[src/csl_pkg.sv]
package csl_pkg;
  // Security bit positions within the three-bit fuse word
  localparam int SEC_BIT1 = 0;
  localparam int SEC_BIT2 = 1;
  localparam int SEC_BIT3 = 2;
  localparam logic [2:0] SEC_NONE = 3'h0;
  localparam logic [2:0] SEC_LVL2 = 3'h1;
  localparam logic [2:0] SEC_LVL3 = 3'h3;
  localparam logic [2:0] SEC_LVL4 = 3'h7;
  localparam logic [1:0] SYNC_RESET = 2'h0;
  // Edges after release before the latched access level freezes
  localparam logic [2:0] EA_SETTLE = 3'h5;

  typedef enum logic [3:0] {
    CSL_LVL1 = 4'h1,
    CSL_LVL2 = 4'h2,
    CSL_LVL3 = 4'h4,
    CSL_LVL4 = 4'h8
  } csl_level_t;

  typedef struct packed {
    logic code_read_block;
    logic ea_latched_mode;
    logic prog_block;
    logic verify_block;
    logic ext_exec_block;
  } csl_prot_t;

  typedef struct packed {
    logic code_table_read;
    logic from_external;
    logic target_internal;
  } csl_fetch_t;
endpackage

[src/csl_sync.sv]
`timescale 1ns/1ps
`default_nettype none
module csl_sync (
  input wire logic clk_in, // Clock
  input wire logic rst_in, // Async reset, active high
  input wire logic d_in, // Asynchronous level
  output logic q_out // Filtered level
);
  import csl_pkg::*;
  logic s1_r;
  logic s2_r;
  logic s3_r;
  logic q_r;
  logic q_nxt;

  // Change accepted only once stages two and three agree
  assign q_nxt = (s2_r == s3_r) ? s3_r : q_r;
  assign q_out = q_r;

  always_ff @(posedge clk_in or posedge rst_in) begin
    if (rst_in) begin
      s1_r <= SYNC_RESET[0];
      s2_r <= SYNC_RESET[0];
      s3_r <= SYNC_RESET[0];
      q_r <= SYNC_RESET[0];
    end else begin
      s1_r <= d_in;
      s2_r <= s1_r;
      s3_r <= s2_r;
      q_r <= q_nxt;
    end
  end
endmodule
`default_nettype wire

[src/csl_top.sv]
`timescale 1ns/1ps
`default_nettype none
module csl_top (
  input wire logic REF_CLK_IN, // 20 MHz core clock
  input wire logic RST_IN, // Async reset, active high
  input wire logic [2:0] SEC_BITS_IN, // Fuse states, 1 = programmed, static
  input wire logic EXTERNAL_ACCESS_PIN_IN, // External-access pin level
  input wire csl_pkg::csl_fetch_t FETCH_IN, // Current fetch description
  input wire logic PROG_REQ_IN, // Programming request strobe
  input wire logic VERIFY_REQ_IN, // Verify request strobe
  input wire logic EXT_EXEC_REQ_IN, // Instruction fetch from external memory
  output logic [3:0] LEVEL_OUT, // One-hot protection level
  output logic EXTERNAL_ACCESS_OUT, // Effective external-access level
  output logic CODE_READ_ALLOW_OUT, // Code-table read may return internal byte
  output logic PROG_ALLOW_OUT, // Programming operation accepted
  output logic VERIFY_ALLOW_OUT, // Verify operation accepted
  output logic EXT_EXEC_ALLOW_OUT, // External execution permitted
  output logic PROG_REJECT_OUT, // Pulse: programming request refused
  output logic VERIFY_REJECT_OUT // Pulse: verify request refused
);
  import csl_pkg::*;

  csl_level_t level_r;
  csl_level_t level_nxt;
  csl_prot_t prot;
  logic ea_sync;
  logic ea_latch_r;
  logic ea_latch_nxt;
  logic ea_frozen;
  logic [2:0] age_r;
  logic lvl_is1;
  logic lvl_is2;
  logic lvl_is3;
  logic lvl_is4;
  logic ext_code_read;
  logic prog_rej_r;
  logic verify_rej_r;
  logic bit1;
  logic bit2;
  logic bit3;

  // Three-stage pin filter; a change counts once two stages agree
  csl_sync u_ea_sync (
    .clk_in(REF_CLK_IN),
    .rst_in(RST_IN),
    .d_in(EXTERNAL_ACCESS_PIN_IN),
    .q_out(ea_sync)
  );

  assign bit1 = SEC_BITS_IN[SEC_BIT1];
  assign bit2 = SEC_BITS_IN[SEC_BIT2];
  assign bit3 = SEC_BITS_IN[SEC_BIT3];

  // Fuse word to one-hot level
  always_comb begin
    case (SEC_BITS_IN)
      SEC_NONE: level_nxt = CSL_LVL1;
      SEC_LVL2: level_nxt = CSL_LVL2;
      SEC_LVL3: level_nxt = CSL_LVL3;
      SEC_LVL4: level_nxt = CSL_LVL4;
      default: level_nxt = CSL_LVL4;
    endcase
  end

  assign lvl_is1 = (level_r == CSL_LVL1);
  assign lvl_is2 = (level_r == CSL_LVL2);
  assign lvl_is3 = (level_r == CSL_LVL3);
  assign lvl_is4 = (level_r == CSL_LVL4);

  // Restrictions are cumulative with level
  assign prot.code_read_block = !lvl_is1;
  assign prot.ea_latched_mode = !lvl_is1;
  assign prot.prog_block = !lvl_is1;
  assign prot.verify_block = lvl_is3 || lvl_is4;
  assign prot.ext_exec_block = lvl_is4;

  // Pin follows the filter until it has settled after release, then freezes
  assign ea_frozen = (age_r == EA_SETTLE);
  assign ea_latch_nxt = ea_frozen ? ea_latch_r : ea_sync;

  assign ext_code_read = FETCH_IN.code_table_read && FETCH_IN.from_external &&
                         FETCH_IN.target_internal;

  assign LEVEL_OUT = level_r;
  assign EXTERNAL_ACCESS_OUT = prot.ea_latched_mode ? ea_latch_r : ea_sync;
  assign CODE_READ_ALLOW_OUT = !(ext_code_read && prot.code_read_block);
  assign PROG_ALLOW_OUT = PROG_REQ_IN && !prot.prog_block;
  assign VERIFY_ALLOW_OUT = VERIFY_REQ_IN && !prot.verify_block;
  assign EXT_EXEC_ALLOW_OUT = EXT_EXEC_REQ_IN && !prot.ext_exec_block;
  assign PROG_REJECT_OUT = prog_rej_r;
  assign VERIFY_REJECT_OUT = verify_rej_r;

  // Reset to most restrictive until fuses are sampled
  always_ff @(posedge REF_CLK_IN or posedge RST_IN) begin
    if (RST_IN) begin
      level_r <= CSL_LVL4;
      ea_latch_r <= 1'b0;
      prog_rej_r <= 1'b0;
      verify_rej_r <= 1'b0;
    end else begin
      level_r <= level_nxt;
      ea_latch_r <= ea_latch_nxt;
      prog_rej_r <= PROG_REQ_IN && prot.prog_block;
      verify_rej_r <= VERIFY_REQ_IN && prot.verify_block;
    end
  end

  // Edge count since release, stops once the pin filter has settled
  always_ff @(posedge REF_CLK_IN or posedge RST_IN) begin
    if (RST_IN) begin
      age_r <= 3'h0;
    end else if (!ea_frozen) begin
      age_r <= age_r + 3'h1;
    end
  end

  // Level 1 freedom
  a_lvl1_free: assert property (@(posedge REF_CLK_IN) disable iff (RST_IN)
    (level_r == CSL_LVL1) |-> (PROG_ALLOW_OUT == PROG_REQ_IN) && CODE_READ_ALLOW_OUT)
    else $error("level 1 restricted access");
  a_lvl1_other: assert property (@(posedge REF_CLK_IN) disable iff (RST_IN)
    lvl_is1 |-> (VERIFY_ALLOW_OUT == VERIFY_REQ_IN) && (EXT_EXEC_ALLOW_OUT == EXT_EXEC_REQ_IN))
    else $error("level 1 restricted verify or execution");
  a_reject_lvl1: assert property (@(posedge REF_CLK_IN) disable iff (RST_IN)
    lvl_is1 |=> !PROG_REJECT_OUT && !VERIFY_REJECT_OUT)
    else $error("request rejected at level 1");
  a_ea_live: assert property (@(posedge REF_CLK_IN) disable iff (RST_IN)
    lvl_is1 |-> (EXTERNAL_ACCESS_OUT == ea_sync))
    else $error("access level not live at level 1");

  // Code-table read gating
  a_code_read_block: assert property (@(posedge REF_CLK_IN) disable iff (RST_IN)
    (level_r != CSL_LVL1) && ext_code_read |-> !CODE_READ_ALLOW_OUT)
    else $error("external code read leaked internal byte");
  a_code_read_free: assert property (@(posedge REF_CLK_IN) disable iff (RST_IN)
    !ext_code_read |-> CODE_READ_ALLOW_OUT)
    else $error("harmless code read refused");

  // Access pin latch
  a_ea_frozen: assert property (@(posedge REF_CLK_IN) disable iff (RST_IN)
    ea_frozen && !lvl_is1 |=> $stable(EXTERNAL_ACCESS_OUT))
    else $error("latched access level changed");
  a_ea_window: assert property (@(posedge REF_CLK_IN) disable iff (RST_IN)
    !ea_frozen |=> (ea_latch_r == $past(ea_sync)))
    else $error("access level not tracked while settling");

  // Programming
  a_prog_reject: assert property (@(posedge REF_CLK_IN) disable iff (RST_IN)
    PROG_REQ_IN && (level_r != CSL_LVL1) |-> !PROG_ALLOW_OUT ##1 PROG_REJECT_OUT)
    else $error("programming not rejected");
  a_prog_idle: assert property (@(posedge REF_CLK_IN) disable iff (RST_IN)
    !PROG_REQ_IN |-> !PROG_ALLOW_OUT)
    else $error("programming allowed without request");
  a_prog_no_pulse: assert property (@(posedge REF_CLK_IN) disable iff (RST_IN)
    !PROG_REQ_IN |=> !PROG_REJECT_OUT)
    else $error("programming reject without request");

  // Verify
  a_verify_block: assert property (@(posedge REF_CLK_IN) disable iff (RST_IN)
    VERIFY_REQ_IN && (lvl_is3 || lvl_is4) |-> !VERIFY_ALLOW_OUT ##1 VERIFY_REJECT_OUT)
    else $error("verify allowed at level 3 or 4");
  a_lvl2_verify: assert property (@(posedge REF_CLK_IN) disable iff (RST_IN)
    (level_r == CSL_LVL2) |-> (VERIFY_ALLOW_OUT == VERIFY_REQ_IN))
    else $error("verify blocked at level 2");
  a_verify_no_pulse: assert property (@(posedge REF_CLK_IN) disable iff (RST_IN)
    !VERIFY_REQ_IN |=> !VERIFY_REJECT_OUT)
    else $error("verify reject without request");

  // External execution
  a_ext_exec_block: assert property (@(posedge REF_CLK_IN) disable iff (RST_IN)
    (level_r == CSL_LVL4) |-> !EXT_EXEC_ALLOW_OUT)
    else $error("external execution at level 4");
  a_exec_free: assert property (@(posedge REF_CLK_IN) disable iff (RST_IN)
    !lvl_is4 |-> (EXT_EXEC_ALLOW_OUT == EXT_EXEC_REQ_IN))
    else $error("external execution gated below level 4");

  // Level decode
  a_level_decode: assert property (@(posedge REF_CLK_IN) disable iff (RST_IN)
    (SEC_BITS_IN == SEC_LVL3) |=> (level_r == CSL_LVL3))
    else $error("level 3 decode wrong");
  a_lvl1_decode: assert property (@(posedge REF_CLK_IN) disable iff (RST_IN)
    (SEC_BITS_IN == SEC_NONE) |=> lvl_is1)
    else $error("level 1 decode wrong");
  a_lvl2_decode: assert property (@(posedge REF_CLK_IN) disable iff (RST_IN)
    (SEC_BITS_IN == SEC_LVL2) |=> lvl_is2)
    else $error("level 2 decode wrong");
  a_lvl4_decode: assert property (@(posedge REF_CLK_IN) disable iff (RST_IN)
    (SEC_BITS_IN == SEC_LVL4) |=> lvl_is4)
    else $error("level 4 decode wrong");
  a_level_onehot: assert property (@(posedge REF_CLK_IN) disable iff (RST_IN)
    $onehot(level_r))
    else $error("level not one-hot");

  // Undefined fuse words
  a_undef_max: assert property (@(posedge REF_CLK_IN) disable iff (RST_IN)
    bit3 && !(bit1 && bit2) |=> (level_r == CSL_LVL4) && !VERIFY_ALLOW_OUT)
    else $error("undefined pattern not most restrictive");
  a_undef_low: assert property (@(posedge REF_CLK_IN) disable iff (RST_IN)
    bit2 && !bit1 |=> lvl_is4 && !VERIFY_ALLOW_OUT)
    else $error("undefined low pattern not most restrictive");

  // Reset
  a_reset_strict: assert property (@(posedge REF_CLK_IN) disable iff (RST_IN)
    (age_r == 3'h0) |-> (level_r == CSL_LVL4))
    else $error("level not strict at reset release");

  // Main scenarios
  c_lvl1: cover property (@(posedge REF_CLK_IN) disable iff (RST_IN)
    (level_r == CSL_LVL1) && PROG_ALLOW_OUT);
  c_lvl2_read: cover property (@(posedge REF_CLK_IN) disable iff (RST_IN)
    (level_r == CSL_LVL2) && ext_code_read);
  c_lvl3_verify: cover property (@(posedge REF_CLK_IN) disable iff (RST_IN)
    (level_r == CSL_LVL3) && VERIFY_REQ_IN);
  c_lvl4_exec: cover property (@(posedge REF_CLK_IN) disable iff (RST_IN)
    (level_r == CSL_LVL4) && EXT_EXEC_REQ_IN);
  c_undef_fuse: cover property (@(posedge REF_CLK_IN) disable iff (RST_IN)
    (bit3 || bit2) && !bit1 && lvl_is4);
endmodule
`default_nettype wire

[config.mk]
export PLATFORM = sky130hd
export DESIGN_NAME = csl_top
export DESIGN_NICKNAME = d
export VERILOG_FILES = /design/src/csl_pkg.sv /design/src/csl_sync.sv /design/src/csl_top.sv
export SDC_FILE = /design/constraint.sdc
export NUM_CORES = 1
export LEC_CHECK = 0
export BUFFER_PORTS_ARGS = -buffer_cell sky130_fd_sc_hd__buf_2
export CAP_MARGIN = 20
export CORE_UTILIZATION = 40
export DETAILED_ROUTE_END_ITERATION = 16
export PLACE_DENSITY = 0.8
export SLEW_MARGIN = 10
export SYNTH_ARGS = -nofsm -noshare
export SYNTH_HDL_FRONTEND = slang
export SYNTH_SLANG_ARGS = --single-unit
export TNS_END_PERCENT = 10
[constraint.sdc]
create_clock -name REF_CLK_IN -period 2.1 [get_ports REF_CLK_IN]
set_clock_uncertainty 0.2 [all_clocks]
set_input_delay 0.315 -clock REF_CLK_IN [delete_from_list [all_inputs] [get_ports REF_CLK_IN]]
set_output_delay 0.315 -clock REF_CLK_IN [all_outputs]
set_load 0.03 [all_outputs]
==> impl_metrics.env <==
export IMPL_relSlewSlack_pct=66.2
export IMPL_critPathRequiredTime_ps=1580
export IMPL_critical_path_startpoint_type="flop"
export IMPL_power_density_cell_area_nw_per_um2=725
export IMPL_multiInputGateArea_um2=204
export IMPL_synthTopCellsByArea="sky130_fd_sc_hd__dfrtp_1, sky130_fd_sc_hd__dfstp_2, sky130_fd_sc_hd__ha_1, sky130_fd_sc_hd__nor4b_4, sky130_fd_sc_hd__inv_1"
export IMPL_num_vias=417
export IMPL_power_ir_vdd_worst_mv=0.344
export IMPL_post_synth_top_count_cell="sky130_fd_sc_hd__dfrtp_1"
export IMPL_timing_final_crit_share_pct=97.7
export IMPL_largest_net_degree_at_the_start_of_global_routing=15
export IMPL_groute_usage_overall_pct=16.3
export IMPL_gr_max_usage_layer="met2"
export IMPL_synth_flop_cell="sky130_fd_sc_hd__dfrtp_1"
export IMPL_post_synth_top_area_fraction_pct=57.0
export IMPL_power_leakage_nw=0.390
export IMPL_viasPerCell=4.74
export IMPL_grt_util_met2_pct=27.0
export IMPL_yosys_top_cells_count="sky130_fd_sc_hd__dfrtp_1, sky130_fd_sc_hd__inv_1"
export IMPL_worst_r2r_startpoint="age_r[0]"
export IMPL_fp_row_count=13
export IMPL_ff2ff_setup_slack_ps=640
export IMPL_sequential_cell_area_um2=353
export IMPL_cell_family_with_most_cp_delay="flip-flops"
export IMPL_x_dimension_of_the_die_um=39.8
export IMPL_finalWeightedCongestion=0.727
export IMPL_status="completed"
export IMPL_syn_avg_cell_area_um2=13.6
export IMPL_netlist_top_cell_by_area="sky130_fd_sc_hd__dfrtp_1"
export IMPL_ys_warn_count=0
export IMPL_die_height_um=39.8
export IMPL_synth_fp_nets=56
export IMPL_wl_per_cell_um=11.6
export IMPL_clock_root_buffer="sky130_fd_sc_hd__clkbuf_4"
export IMPL_synthDistinctLibCells=23
export IMPL_route_detailed_drc=0
export IMPL_fill_cells=105
export IMPL_setup_tns_final_ps=0
export IMPL_critPathSlowestCell="sky130_fd_sc_hd__dfrtp_1"
export IMPL_initial_drc_count=6
export IMPL_cts_sink_count=14
export IMPL_holdWs_ps=21.2
export IMPL_crit_path_max_incr_delay_ps=420
export IMPL_tightest_slew_ps=507
export IMPL_tritoncts="yes"
export IMPL_syn_area_um2=571
export IMPL_floorplan_initialDensity_pct=43.3
export IMPL_setup_worst_path_end="EXTERNAL_ACCESS_OUT"
export IMPL_port_buffers=22
export IMPL_fmaxAchievable_mhz=487
export IMPL_hp_class="primary input to flop"
export IMPL_critical_path_buf_inv_count=1
export IMPL_nets=88
export IMPL_regToRegEndpoint="ea_latch_r"
export IMPL_rsz_0062_raised_after_global_routing="no"
export IMPL_htreeDepth=1
export IMPL_crit_startpoint="LEVEL_OUT[2]"
export IMPL_number_of_antenna_violations_at_the_first_check_in_global_routing=0
export IMPL_syn2layout_area_growth_pct=37.1
export IMPL_syn_instance_count=42
export IMPL_dieArea_um2=1580
export IMPL_hold_viol=0
export IMPL_wl_um=1020
export IMPL_worstSetupEndpointType="primary output"
export IMPL_critical_path_arrival_ps=1540
export IMPL_router_iterations_before_antenna_repair=4
export IMPL_post_route_cells_drive_above_1_share_pct=43.8
export IMPL_route_antenna_remaining_nets=0
export IMPL_coreArea_um2=1320
export IMPL_critPathMaxFanout=2
export IMPL_num_antenna_cells=0
export IMPL_finalMaxSlewViolations=0
export IMPL_grt_met1_usage_pct=18.6
export IMPL_utilization_pct=59.4
export IMPL_post_dp_hpwl_um=710
export IMPL_grtUsageMet3_pct=5.11
export IMPL_clkLatencyLatePin_ps=280
export IMPL_critPathKind="flop to primary output"
export IMPL_grt_first_pass_wirelength_um=1570
export IMPL_synth_edff_count=0
export IMPL_globalRouteOverflowTotal=0
export IMPL_final_setup_viol_count=0
export IMPL_max_cap_viol_count=0
export IMPL_r2r_worst_path_cells=3
export IMPL_path_cells="nor4b_4 > mux2_1 > buf_2"
export IMPL_io_pins=23
export IMPL_first_global_vias=366
export IMPL_cts_reportedPaths_clkPinSlew_ps=90
export IMPL_asr_flop_ratio_synth_pct=100
export IMPL_yosysSeqAreaShare_pct=61.6
export IMPL_ys_ff_latch=14
export IMPL_tritoncts_num_buffers=3
export IMPL_cp_num_cells=3
export IMPL_layout_min_cycle_time_ps=2050
export IMPL_clock_path_buffers=2
worst reg2reg max path: stages, from the launching register on:
cell and delay [ps]:
sky130_fd_sc_hd__dfrtp_1 420, sky130_fd_sc_hd__ha_1 220, sky130_fd_sc_hd__nand2_1 150, sky130_fd_sc_hd__mux2_2 360
through the flow:
step	setup slack (ps)	std cells	instance area, um^2	total power, mW
after floorplan	237	42	571	0.342
after global placement	269	79	699	0.368
after detailed placement	245	79	699	0.370
after CTS	29.8	88	781	0.568
after global routing	1.73	88	782	0.589
final	47.8	88	782	0.567
registers in the layout, indices dropped and copies added (netlist names):
| register | flops |
|---|---|
| LEVEL_OUT | 4 |
| age_r | 3 |
| PROG_REJECT_OUT | 1 |
| VERIFY_REJECT_OUT | 1 |
| ea_latch_r | 1 |
| u_ea_sync.q_out | 1 |
| u_ea_sync.s1_r | 1 |
| u_ea_sync.s2_r | 1 |
| u_ea_sync.s3_r | 1 |
routing by layer:
metal | up-vias | share of wire (%) | routed length [um]
li1 | 204 | - | -
met1 | 195 | 41 | 415
met2 | 18 | 53 | 541
met3 | 0 | 5.9 | 60
met4 | 0 | 0 | 0
met5 | - | 0 | 0
cell usage in the layout, fill, tap and decap left out:
cell	Yosys	routed
sky130_fd_sc_hd__nand4b_1	1	1
sky130_fd_sc_hd__xor2_1	1	1
sky130_fd_sc_hd__o31a_1	1	1
sky130_fd_sc_hd__o41a_1	1	1
sky130_fd_sc_hd__mux2_1	1	1
sky130_fd_sc_hd__nor4b_1	1	1
sky130_fd_sc_hd__a21oi_1	1	1
sky130_fd_sc_hd__buf_4	0	2
sky130_fd_sc_hd__xnor2_1	1	1
sky130_fd_sc_hd__nand2_1	2	2
sky130_fd_sc_hd__nor3_1	2	2
sky130_fd_sc_hd__mux2_2	1	1
sky130_fd_sc_hd__ha_1	2	2
sky130_fd_sc_hd__a21o_1	1	1
sky130_fd_sc_hd__mux2i_1	1	1
sky130_fd_sc_hd__clkbuf_8	0	1
sky130_fd_sc_hd__maj3_1	1	1
sky130_fd_sc_hd__nor2_1	2	2
sky130_fd_sc_hd__buf_2	0	22
sky130_fd_sc_hd__nor4b_4	1	1
sky130_fd_sc_hd__dfstp_2	1	1
sky130_fd_sc_hd__inv_1	4	4
sky130_fd_sc_hd__dfrtp_2	0	1
sky130_fd_sc_hd__and2b_1	1	1
sky130_fd_sc_hd__clkbuf_4	0	3
sky130_fd_sc_hd__dlygate4sd3_1	0	3
sky130_fd_sc_hd__and2_1	1	1
sky130_fd_sc_hd__nor2b_1	1	1
sky130_fd_sc_hd__dfrtp_1	13	12
worst min path at each step:
stage                endpoint      startpoint  cells past startpoint
3_5_place_dp   u_ea_sync.s2_r  u_ea_sync.s1_r                      0
6_report         LEVEL_OUT[1]  SEC_BITS_IN[1]                      2
4_1_cts          LEVEL_OUT[0]  SEC_BITS_IN[1]                      2
3_3_place_gp   u_ea_sync.s2_r  u_ea_sync.s1_r                      0
2_1_floorplan    LEVEL_OUT[0]          RST_IN                      1
5_1_grt          LEVEL_OUT[2]  SEC_BITS_IN[2]                      2
logic make-up after synthesis:
logic type,count (synthesis),share of synthesized area [%]
AO/OA/AOI/OAI,4,5.70
multiplexers,3,5.70
AND/OR/NAND/NOR,12,15.1
XOR/XNOR,2,3.07
adder cells (fa/ha/maj),3,6.14
flip-flops,14,61.6
buffers and inverters,4,2.63
power breakdown:
part           internal (mW)  switching, mW
clock                  0.106         0.0897
sequential             0.283        0.00938
combinational         0.0321         0.0469
cell type report:
class / count / area share (%)
multi-input combinational: 24 / 26.1
timing repair buffer: 27 / 19.8
inverter: 4 / 1.92
tap: 15 / 2.40
clock buffer: 4 / 4.64
sequential: 14 / 45.1
timing repair:
action / CTS / global route
gates resized for setup: 0 / 1
endpoints found under the setup margin: 1 / 1
hold buffers: 3 / 0
setup buffers: 2 / 0
pin swaps: 1 / 0
endpoints found under the hold margin: 15 / 0
Power figures use the tool's default switching activity.
